--- src/shared/wprx_map.svh ---
// Purpose: offsets, reset values, codes and times of the power receiver
// Assumes: 100 MHz ref_clk, byte addressed register port
// Notes:   definitions only
`ifndef WPRX_MAP_SVH
`define WPRX_MAP_SVH

// ****************************************
// timing
// ****************************************
`define WPRX_CLK_HZ        100000000
`define WPRX_SLOW_MS       250
`define WPRX_FAST_MS       32
`define WPRX_HALF_BIT_US   250

// ****************************************
// register offsets
// ****************************************
`define WPRX_OFF_TOL       8'h00
`define WPRX_OFF_OVS       8'h04
`define WPRX_OFF_TGT0      8'h08
`define WPRX_OFF_STATUS    8'h18
`define WPRX_OFF_INT_STAT  8'h1c
`define WPRX_OFF_INT_MASK  8'h20

// ****************************************
// reset values (millivolts)
// ****************************************
`define WPRX_RST_TOL       16'h0032
`define WPRX_RST_OVS       16'h01f4
`define WPRX_RST_TGT0      16'h1388
`define WPRX_RST_TGT1      16'h13ec
`define WPRX_RST_TGT2      16'h1450
`define WPRX_RST_TGT3      16'h14b4

// ****************************************
// packet headers and end power codes
// ****************************************
`define WPRX_HDR_STRENGTH  8'h01
`define WPRX_HDR_END_POWER 8'h02
`define WPRX_HDR_ERROR     8'h03
`define WPRX_EPT_UNKNOWN   8'h00
`define WPRX_EPT_CHARGED   8'h01
`define WPRX_EPT_OVER_TEMP 8'h03

// interrupt bit positions
`define WPRX_IRQ_EPT       0
`define WPRX_IRQ_CONV      1
`define WPRX_IRQ_OVS       2
`define WPRX_IRQ_LOST      3
`endif

--- src/shared/wprx_pkg.sv ---
// Purpose: shared types of the power receiver control
// Assumes: constants live in wprx_map.svh
// Notes:   one-hot control states
package wprx_pkg;
  typedef logic [7:0] wprx_addr_t;
  typedef enum logic [4:0] {
    ST_WAIT  = 5'b00001,
    ST_IDENT = 5'b00010,
    ST_REG   = 5'b00100,
    ST_POWER = 5'b01000,
    ST_END   = 5'b10000
  } wprx_state_e;
endpackage : wprx_pkg

--- src/wprx_packet_tx.sv ---
// Purpose: frames one packet and drives the load modulation level
// Assumes: one start pulse while idle; header and message held by caller
// Notes:   11 preamble ones, three 11-bit bytes, bi-phase coded
`timescale 1ns/1ps
module wprx_packet_tx #(
  parameter int HALF_BIT_CYC = 25000
) (
  input  wire logic       ref_clk,
  input  wire logic       sys_rst,
  input  wire logic       start,
  input  wire logic [7:0] hdr,
  input  wire logic [7:0] msg,
  output logic            busy,
  output logic            mod_out
);
  localparam int NBITS = 44;

  logic [NBITS-1:0] frame_reg;
  logic [5:0]       bit_cnt_reg;
  logic             half_reg;
  logic [15:0]      tmr_reg;
  logic [7:0]       chk;

  function automatic logic [10:0] frame_byte(input logic [7:0] d);
    frame_byte = {1'b1, ~^d, d, 1'b0};
  endfunction : frame_byte

  assign chk = hdr ^ msg;

  // ****************************************
  // bi-phase serialiser
  // ****************************************
  always_ff @(posedge ref_clk or posedge sys_rst) begin
    if (sys_rst) begin
      busy        <= 1'b0;
      mod_out     <= 1'b0;
      frame_reg   <= '0;
      bit_cnt_reg <= 6'h00;
      half_reg    <= 1'b0;
      tmr_reg     <= 16'h0000;
    end else if (!busy) begin
      if (start) begin
        frame_reg   <= {frame_byte(chk), frame_byte(msg), frame_byte(hdr),
                        11'h7ff};
        busy        <= 1'b1;
        mod_out     <= ~mod_out;
        bit_cnt_reg <= 6'h00;
        half_reg    <= 1'b0;
        tmr_reg     <= 16'(HALF_BIT_CYC - 1);
      end
    end else if (tmr_reg != 16'h0000) begin
      tmr_reg <= tmr_reg - 16'h0001;
    end else begin
      tmr_reg <= 16'(HALF_BIT_CYC - 1);
      if (!half_reg) begin
        // a one carries an extra mid-bit transition
        if (frame_reg[0])
          mod_out <= ~mod_out;
        half_reg <= 1'b1;
      end else begin
        half_reg    <= 1'b0;
        frame_reg   <= frame_reg >> 1;
        bit_cnt_reg <= bit_cnt_reg + 6'h01;
        if (bit_cnt_reg == 6'(NBITS - 1)) begin
          busy    <= 1'b0;
          mod_out <= 1'b0;
        end else begin
          mod_out <= ~mod_out;
        end
      end
    end
  end
endmodule : wprx_packet_tx

--- src/wprx_ctrl.sv ---
// Purpose: control of an inductive power receiver
// Assumes: register port, rectifier_node_mv and load_band from logic on ref_clk; other inputs are pins
// Notes:   registers at byte offsets of wprx_map.svh, read data one cycle late
//
// Added by the designer: strobed register access and the address map.
`timescale 1ns/1ps
`include "wprx_map.svh"
module wprx_ctrl #(
  parameter int SLOW_CYC     = `WPRX_SLOW_MS * (`WPRX_CLK_HZ / 1000),
  parameter int FAST_CYC     = `WPRX_FAST_MS * (`WPRX_CLK_HZ / 1000),
  parameter int HALF_BIT_CYC = `WPRX_HALF_BIT_US * (`WPRX_CLK_HZ / 1000000)
) (
  input  wire logic                ref_clk,
  input  wire logic                sys_rst,
  input  wire wprx_pkg::wprx_addr_t reg_addr,
  input  wire logic [31:0]         reg_wdata,
  input  wire logic                reg_wr,
  input  wire logic                reg_rd,
  output logic [31:0]              reg_rdata,
  input  wire logic                field_present,
  input  wire logic                host_disable_a,
  input  wire logic                host_disable_b,
  input  wire logic                tsc_forced_low,
  input  wire logic                tsc_forced_high,
  input  wire logic [15:0]         rectifier_node_mv,
  input  wire logic [1:0]          load_band,
  output logic                     load_modulation_pins,
  output logic                     ldo_en,
  output logic                     power_active_indicator_n,
  output logic                     irq
);
  import wprx_pkg::*;

  // ****************************************
  // pin synchronisers
  // ****************************************
  logic [4:0] pin_meta_reg;
  logic [4:0] pin_sync_reg;
  always_ff @(posedge ref_clk or posedge sys_rst) begin
    if (sys_rst) begin
      pin_meta_reg <= 5'h00;
      pin_sync_reg <= 5'h00;
    end else begin
      pin_meta_reg <= {tsc_forced_high, tsc_forced_low, host_disable_b,
                       host_disable_a, field_present};
      pin_sync_reg <= pin_meta_reg;
    end
  end

  logic field_on;
  logic dis_both;
  logic tsc_low;
  logic tsc_high;
  logic stop_req;
  logic [7:0] stop_code;
  assign field_on = pin_sync_reg[0];
  // external pulldowns make a floating disable read low
  assign dis_both = pin_sync_reg[1] & pin_sync_reg[2];
  assign tsc_low  = pin_sync_reg[3];
  assign tsc_high = pin_sync_reg[4];
  assign stop_req = dis_both | tsc_low | tsc_high;

  // temperature faults outrank the host's charge complete request
  always_comb begin
    if (tsc_low)
      stop_code = `WPRX_EPT_OVER_TEMP;
    else if (tsc_high)
      stop_code = `WPRX_EPT_UNKNOWN;
    else
      stop_code = `WPRX_EPT_CHARGED;
  end

  // ****************************************
  // software registers
  // ****************************************
  logic [15:0] tol_reg;
  logic [15:0] ovs_reg;
  logic [15:0] tgt_reg [4];
  logic [3:0]  int_stat_reg;
  logic [3:0]  int_mask_reg;
  logic [3:0]  evt;

  function automatic logic hit(input wprx_addr_t a, input logic [7:0] off);
    hit = (a == off);
  endfunction : hit

  always_ff @(posedge ref_clk or posedge sys_rst) begin
    if (sys_rst) begin
      tol_reg      <= `WPRX_RST_TOL;
      ovs_reg      <= `WPRX_RST_OVS;
      tgt_reg[0]   <= `WPRX_RST_TGT0;
      tgt_reg[1]   <= `WPRX_RST_TGT1;
      tgt_reg[2]   <= `WPRX_RST_TGT2;
      tgt_reg[3]   <= `WPRX_RST_TGT3;
      int_mask_reg <= 4'h0;
    end else if (reg_wr) begin
      if (hit(reg_addr, `WPRX_OFF_TOL))
        tol_reg <= reg_wdata[15:0];
      if (hit(reg_addr, `WPRX_OFF_OVS))
        ovs_reg <= reg_wdata[15:0];
      for (int i = 0; i < 4; i++) begin
        if (hit(reg_addr, 8'(`WPRX_OFF_TGT0 + 4 * i)))
          tgt_reg[i] <= reg_wdata[15:0];
      end
      if (hit(reg_addr, `WPRX_OFF_INT_MASK))
        int_mask_reg <= reg_wdata[3:0];
    end
  end

  // a read clears status; an event in the same cycle still lands
  always_ff @(posedge ref_clk or posedge sys_rst) begin
    if (sys_rst)
      int_stat_reg <= 4'h0;
    else if (reg_rd && hit(reg_addr, `WPRX_OFF_INT_STAT))
      int_stat_reg <= evt;
    else
      int_stat_reg <= int_stat_reg | evt;
  end
  assign irq = |(int_stat_reg & int_mask_reg);

  // ****************************************
  // regulation arithmetic
  // ****************************************
  wprx_state_e st_reg;
  logic [1:0]  tgt_idx;
  logic [15:0] tgt_mv;
  logic signed [17:0] diff;
  logic signed [7:0]  err_val;
  logic [17:0] adiff;
  logic        settled;
  logic        overshoot;

  // level one is held until the first convergence
  assign tgt_idx   = (st_reg == ST_POWER) ? load_band : 2'h0;
  assign tgt_mv    = tgt_reg[tgt_idx];
  assign diff      = $signed({2'b00, tgt_mv}) - $signed({2'b00, rectifier_node_mv});
  assign adiff     = diff[17] ? 18'(-diff) : 18'(diff);
  assign settled   = adiff <= {2'b00, tol_reg};
  assign overshoot = diff[17] && (adiff > {2'b00, ovs_reg});

  // control error saturates to the signed byte of the packet
  always_comb begin
    if (diff > 18'sh0007f)
      err_val = 8'sh7f;
    else if (diff < -18'sh00080)
      err_val = 8'sh80;
    else
      err_val = 8'(diff);
  end

  // ****************************************
  // control state machine
  // ****************************************
  logic        field_on_d_reg;
  logic        fast_reg;
  logic [24:0] tmr_reg;
  logic        pkt_go_reg;
  logic [7:0]  pkt_hdr_reg;
  logic [7:0]  pkt_msg_reg;
  logic        pkt_busy;
  logic        pkt_done;
  logic        pkt_busy_d_reg;
  logic        send_err;

  assign pkt_done = pkt_busy_d_reg & ~pkt_busy;
  assign send_err = (tmr_reg == 25'h0) && !pkt_busy && !pkt_go_reg;

  always_ff @(posedge ref_clk or posedge sys_rst) begin
    if (sys_rst) begin
      field_on_d_reg <= 1'b0;
      pkt_busy_d_reg <= 1'b0;
    end else begin
      field_on_d_reg <= field_on;
      pkt_busy_d_reg <= pkt_busy;
    end
  end

  always_ff @(posedge ref_clk or posedge sys_rst) begin
    if (sys_rst) begin
      st_reg      <= ST_WAIT;
      ldo_en      <= 1'b0;
      pkt_go_reg  <= 1'b0;
      pkt_hdr_reg <= 8'h00;
      pkt_msg_reg <= 8'h00;
    end else begin
      pkt_go_reg <= 1'b0;
      if (!field_on && st_reg != ST_WAIT) begin
        st_reg <= ST_WAIT;
        ldo_en <= 1'b0;
      end else begin
        case (st_reg)
          ST_WAIT: begin
            // each new ping is answered, either with a request or a stop
            if (field_on && !pkt_busy) begin
              pkt_go_reg <= 1'b1;
              if (stop_req) begin
                pkt_hdr_reg <= `WPRX_HDR_END_POWER;
                pkt_msg_reg <= stop_code;
                st_reg      <= ST_END;
              end else begin
                pkt_hdr_reg <= `WPRX_HDR_STRENGTH;
                pkt_msg_reg <= rectifier_node_mv[15:8];
                st_reg      <= ST_IDENT;
              end
            end
          end
          ST_IDENT: begin
            if (pkt_done)
              st_reg <= ST_REG;
          end
          ST_REG, ST_POWER: begin
            if (stop_req && !pkt_busy && !pkt_go_reg) begin
              pkt_go_reg  <= 1'b1;
              pkt_hdr_reg <= `WPRX_HDR_END_POWER;
              pkt_msg_reg <= stop_code;
              ldo_en      <= 1'b0;
              st_reg      <= ST_END;
            end else if (st_reg == ST_REG && settled && !stop_req) begin
              ldo_en <= 1'b1;
              st_reg <= ST_POWER;
            end else if (send_err) begin
              pkt_go_reg  <= 1'b1;
              pkt_hdr_reg <= `WPRX_HDR_ERROR;
              pkt_msg_reg <= err_val;
            end
          end
          ST_END: begin
            // stay quiet until the field drops; the next ping restarts
            ldo_en <= 1'b0;
          end
          default: begin
            st_reg <= ST_WAIT;
            ldo_en <= 1'b0;
          end
        endcase
      end
    end
  end

  // ****************************************
  // error packet interval
  // ****************************************
  always_ff @(posedge ref_clk or posedge sys_rst) begin
    if (sys_rst)
      fast_reg <= 1'b0;
    else if (st_reg != ST_REG && st_reg != ST_POWER)
      fast_reg <= 1'b0;
    else if (overshoot)
      fast_reg <= 1'b1;
    else if (settled)
      fast_reg <= 1'b0;
  end

  // first error goes out at once after identification
  always_ff @(posedge ref_clk or posedge sys_rst) begin
    if (sys_rst)
      tmr_reg <= 25'h0;
    else if (st_reg != ST_REG && st_reg != ST_POWER)
      tmr_reg <= 25'h0;
    else if (overshoot && (pkt_go_reg || tmr_reg > 25'(FAST_CYC - 1)))
      tmr_reg <= 25'(FAST_CYC - 1);
    else if (pkt_go_reg)
      tmr_reg <= fast_reg ? 25'(FAST_CYC - 1) : 25'(SLOW_CYC - 1);
    else if (tmr_reg != 25'h0)
      tmr_reg <= tmr_reg - 25'h1;
  end

  wprx_packet_tx #(
    .HALF_BIT_CYC (HALF_BIT_CYC)
  ) u_pkt (
    .ref_clk (ref_clk),
    .sys_rst (sys_rst),
    .start   (pkt_go_reg),
    .hdr     (pkt_hdr_reg),
    .msg     (pkt_msg_reg),
    .busy    (pkt_busy),
    .mod_out (load_modulation_pins)
  );

  // indicator is released whenever the regulator is off
  assign power_active_indicator_n = ~(st_reg == ST_POWER);

  // ****************************************
  // events and read port
  // ****************************************
  assign evt[`WPRX_IRQ_EPT]  = pkt_go_reg &&
                               pkt_hdr_reg == `WPRX_HDR_END_POWER;
  assign evt[`WPRX_IRQ_CONV] = st_reg == ST_REG && settled && !stop_req &&
                               field_on;
  assign evt[`WPRX_IRQ_OVS]  = overshoot && !fast_reg &&
                               (st_reg == ST_REG || st_reg == ST_POWER);
  assign evt[`WPRX_IRQ_LOST] = field_on_d_reg && !field_on;

  always_ff @(posedge ref_clk or posedge sys_rst) begin
    if (sys_rst) begin
      reg_rdata <= 32'h0;
    end else if (reg_rd) begin
      if (hit(reg_addr, `WPRX_OFF_TOL))
        reg_rdata <= {16'h0, tol_reg};
      else if (hit(reg_addr, `WPRX_OFF_OVS))
        reg_rdata <= {16'h0, ovs_reg};
      else if (reg_addr[7:5] == 3'h0 && reg_addr[4:3] != 2'h0 &&
               reg_addr[1:0] == 2'h0 && !hit(reg_addr, `WPRX_OFF_STATUS) &&
               !hit(reg_addr, `WPRX_OFF_INT_STAT))
        reg_rdata <= {16'h0, tgt_reg[2'(reg_addr[4:2] - 3'h2)]};
      else if (hit(reg_addr, `WPRX_OFF_STATUS))
        reg_rdata <= {20'h0, tgt_idx, fast_reg, ~power_active_indicator_n,
                      ldo_en, st_reg, pkt_busy, field_on};
      else if (hit(reg_addr, `WPRX_OFF_INT_STAT))
        reg_rdata <= {28'h0, int_stat_reg};
      else if (hit(reg_addr, `WPRX_OFF_INT_MASK))
        reg_rdata <= {28'h0, int_mask_reg};
      else
        reg_rdata <= 32'h0;
    end else begin
      reg_rdata <= 32'h0;
    end
  end
endmodule : wprx_ctrl

--- config.mk ---
export PLATFORM = sky130hd
export DESIGN_NAME = wprx_ctrl
export DESIGN_NICKNAME = d
export VERILOG_FILES = /design/src/shared/wprx_pkg.sv /design/src/wprx_packet_tx.sv /design/src/wprx_ctrl.sv
export VERILOG_INCLUDE_DIRS = /design/src /design/src/shared
export SDC_FILE = /design/constraint.sdc
export NUM_CORES = 1
export LEC_CHECK = 0
export BUFFER_PORTS_ARGS = -buffer_cell sky130_fd_sc_hd__buf_4
export CAP_MARGIN = 40
export CELL_PAD_IN_SITES_DETAIL_PLACEMENT = 0
export CELL_PAD_IN_SITES_GLOBAL_PLACEMENT = 1
export CORE_MARGIN = 2
export CORE_UTILIZATION = 40
export CTS_BUF_LIST = sky130_fd_sc_hd__clkbuf_2 sky130_fd_sc_hd__clkbuf_4 sky130_fd_sc_hd__clkbuf_8
export DETAILED_ROUTE_END_ITERATION = 12
export GPL_TIMING_DRIVEN = 0
export HOLD_SLACK_MARGIN = 0.08
export PLACE_DENSITY_LB_ADDON = 0.08
export SLEW_MARGIN = 20
export SYNTH_ARGS = -nofsm -noshare
export SYNTH_HDL_FRONTEND = slang
export SYNTH_SLANG_ARGS = --single-unit
--- constraint.sdc ---
create_clock -name ref_clk -period 11 [get_ports ref_clk]
set_clock_uncertainty 0.15 [all_clocks]
set_input_delay 2.2 -clock ref_clk [delete_from_list [all_inputs] [get_ports ref_clk]]
set_output_delay 2.2 -clock ref_clk [all_outputs]
set_load 0.005 [all_outputs]
==> key figures <==
Status
  – Status: finished clean

Yosys
  – Synthesized flop and latch total: 244
  – Simple-gate share of the synthesized area: 14.85%
  – Synth top area cells: dfrtp_1, mux2_2, dfstp_2, ha_1, nand2_1
  – Mapped Avg Cell Area: 9.890 um2
  – Mux cell area share after synthesis: 11.68%
  – Synth top area share: 37.38%
  – Count leader, synth: dfrtp_1
  – Yosys Warn Count: 0
  – Main combinational cell family by area after synthesis: compound AO/OA/AOI/OAI gates
  – Post-Syn Instances: 1428
  – Sequential area share after synthesis: 43.52%
  – Synth cell types: 78
  – Number of flops mapped to enable cells by yosys: 0
  – Synth Flop Type: dfrtp_1
  – Compound-cell area share of the yosys netlist: 15.29%
  – Synth Area in XOR/XNOR: 4.217%
  – Asr flop ratio synth: 100.0%
  – Biggest area consumer among synthesized cells: dfrtp_1
  – Synth cell count leaders: dfrtp_1, nand2_1, mux2_2, nor2_1, inv_1
  – Post-Synthesis Cell Area: 14120 um2
  – Adder-Cell Fraction of Synth Area: 5.280%

CTS
  – CTS Buf Count: 45
  – H-tree depth: 2
  – Postcts setup bufs: 0
  – Clock Tree Buf Depth: 3
  – Clk sinks: 244
  – Cts repair resizes: 0
  – CTS tree: done
  – CTS Hold Buffers Added: 0
  – Worst-Skew Late Latency: 0.61 ns
  – Worst-path clk slew: 0.05 ns
  – Clock Root Buffer: clkbuf_8

Route
  – Iter 0 DRT Violations: 668
  – Post-Route WL: 41.00 mm
  – Via Count: 11210
  – Vias/cell: 5.465
  – Drt wl/cell: 19.98 um
  – Routed Antenna Nets: 0
  – Residual DRC: 0
  – Drt pass-1 iters: 5

Floorplanning
  – Initial Util: 40.79%
  – IO Pins: 103
  – Rows: 68
  – Core ar.: 34630 um2
  – Die X: 191.9 um
  – Die Y: 191.9 um
  – Die area: 36830 um2

Placement
  – RePlAce Congestion: 0.8528
  – IO buf count: 70
  – Final HPWL DP: 30.36 mm
  – DP Worst Slack: 1.058 ns
  – Inst Count DP: 1972

STA
  – Final period utilization: 85.31%
  – Final WS setup: 1.616 ns
  – Slew Viols, Final: 0
  – Hold Fails Final Rpt: 0
  – Final min period: 9.384 ns
  – Worst hold slack: 0.1912 ns
  – Fmax: 0.1066 GHz
  – Final setup fails: 0
  – Worst slew pin tran: 0.8661 ns
  – RSZ-0062 raised after global routing: false
  – Rel. slew slack: 41.65%
  – TNS Setup: 0 ns

Layout
  – Post-Layout Cell Count: 2052
  – Synth-to-Final Area Change: 15.48%
  – Max reg flops: 64
  – # diodes: 0
  – Layout cells sized above 1: 22.42%
  – Final #Nets: 1690

Worst setup path
  – CP Launch Type: input port
  – Worst-path maximum fanout: 10
  – Critical path's slowest cell: a31oi_1
  – RR Startpoint: st_reg[1]$_DFFE_PP0P_
  – Worst setup EP type: flop
  – CP required: 11.35 ns
  – Most frequent CP cell: o21ai_0
  – Critical path class: in2reg
  – Arr. time, crit path: 9.73 ns
  – FF-to-FF setup slack: 2.10 ns
  – Biggest cell delay along the critical path: 0.60 ns
  – Crit path from: load_band[0]
  – CP cell instances: buf_4 > nand2_1 > clkbuf_1 > o21ai_0 > ha_1 > fa_1 > nand2b_1 > a21boi_0 > o21ai_0 > o211ai_1 > a31o_2 > clkbuf_1 > buf_1 > a21oi_1 > xor2_1 > ha_1 > and4_1 > a221oi_1 > o21ai_0 > a211oi_1 > a211oi_1 > a31oi_1 > nand2_1 > a221oi_1

Global route
  – Vias in the first global route: 11280
  – Initial antenna violation count: 0
  – Largest net degree at the start of global routing: 93
  – Grt ovf: 0
  – GRT Util Overall: 23.14%
  – First-pass GRT wire length: 65.23 mm
  – Layer with the highest usage: met2
  – M2 GR Usage: 37.41%
  – M1 GR Usage: 30.34%
  – Met3 GRT Util: 3.855%

Pwr
  – Logic pwr share: 12.8%
  – Leakage power: 7.372 nW
  – Design Power: 0.002136 W
  – PwrDens: 130.9 nW/um2
  – Peak supply drop: 0.1008 mV
  – Internal power: 0.001566 W
  – Psw: 0.0005696 W
  – Sequential share of power: 43.9%
  – Sw frac: 26.67%
  – Clock power frac: 43.3%

Job
  – Max-cap viol count: 0

Min path
  – Min-delay src: pin_meta_reg[1]$_DFF_PP0_
  – Hold Crit Class: reg2reg
-- final cells by class --
type	count	area (um2)
well taps	455	569.3
fillers	3370	18320
inverters	87	334.1
multi-input cells	1028	7308
clock buffers	74	893.4
plain buffers	84	397.9
repair buffers	74	600.6
clock inverters	6	58.81
flip-flops and latches	244	6147
-- power by group through the flow --
stage	logic (W)	registers [W]	clock network [W]
after detailed placement	0.000273	0.000953	0
after floorplan	0.000181	0.000948	0
after global placement	0.000266	0.000953	0
final	0.000272	0.000938	0.000925
after CTS	0.000274	0.000938	0.000956
after global routing	0.000306	0.000940	0.00100
-- critical path: cells and delay by family --
family | cells | cell delay, ns
AO/OA/AOI/OAI | 12 | 3.52
buffers and inverters | 4 | 1.39
adder cells (fa/ha/maj) | 3 | 1.15
AND/OR/NAND/NOR | 4 | 1.02
XOR/XNOR | 1 | 0.45
-- per-layer routing --
| layer | vias to the layer above | share of wire (%) |
|---|---|---|
| met3 | 79 | 4.4 |
| met2 | 264 | 47 |
| met1 | 5482 | 45 |
| li1 | 5389 | - |
| met5 | - | 0 |
| met4 | 0 | 4.1 |
-- through the flow --
step / cell area (um2) / util, %
floorplan: 14180 / -
global placement: 15270 / 44.11
detailed placement: 15360 / 44.35
CTS: 16310 / 47.10
global route: 16310 / 47.10
finish: 16310 / 47.10
-- cell families (layout without fill, tap and decap cells) --
logic type | after synthesis | in the layout
other | 1 | 16
DFF | 244 | 244
muxes | 132 | 132
AOI/OAI and AO/OA | 326 | 326
xor gates and xnor gates | 68 | 68
buffers and inverters | 171 | 325
and+or+nand+nor | 427 | 427
adders and majority gates | 59 | 59
-- worst paths after layout --
kind,to,depth (start not counted)
max,tmr_reg[16]$_DFFE_PP0P_,24
min,pin_sync_reg[1]$_DFF_PP0_,0
max reg2reg,tmr_reg[16]$_DFFE_PP0P_,26
min reg2reg,pin_sync_reg[1]$_DFF_PP0_,0
max in group asynchronous,u_pkt.frame_reg[29]$_DFFE_PP0P_,3
min in group asynchronous,tmr_reg[9]$_DFFE_PP0P_,2
-- cell usage in the layout, fill, tap and decap left out, drive strengths merged, types with 13 or more instances in the layout --
master and instances:
a211oi 24, a21o 15, a21oi 67, a221oi 15
a31oi 34, and3 13, buf 104, clkbuf 128
conb 16, dfrtp 211, dfstp 33, ha 58
inv 87, mux2 103, mux2i 13, mux4 16
nand2 139, nand3 34, nand4 13, nor2 92
nor2b 29, nor3 32, nor4 18, o21ai 76
or3 17, xnor2 31, xor2 37
Power figures use the tool's default switching activity.
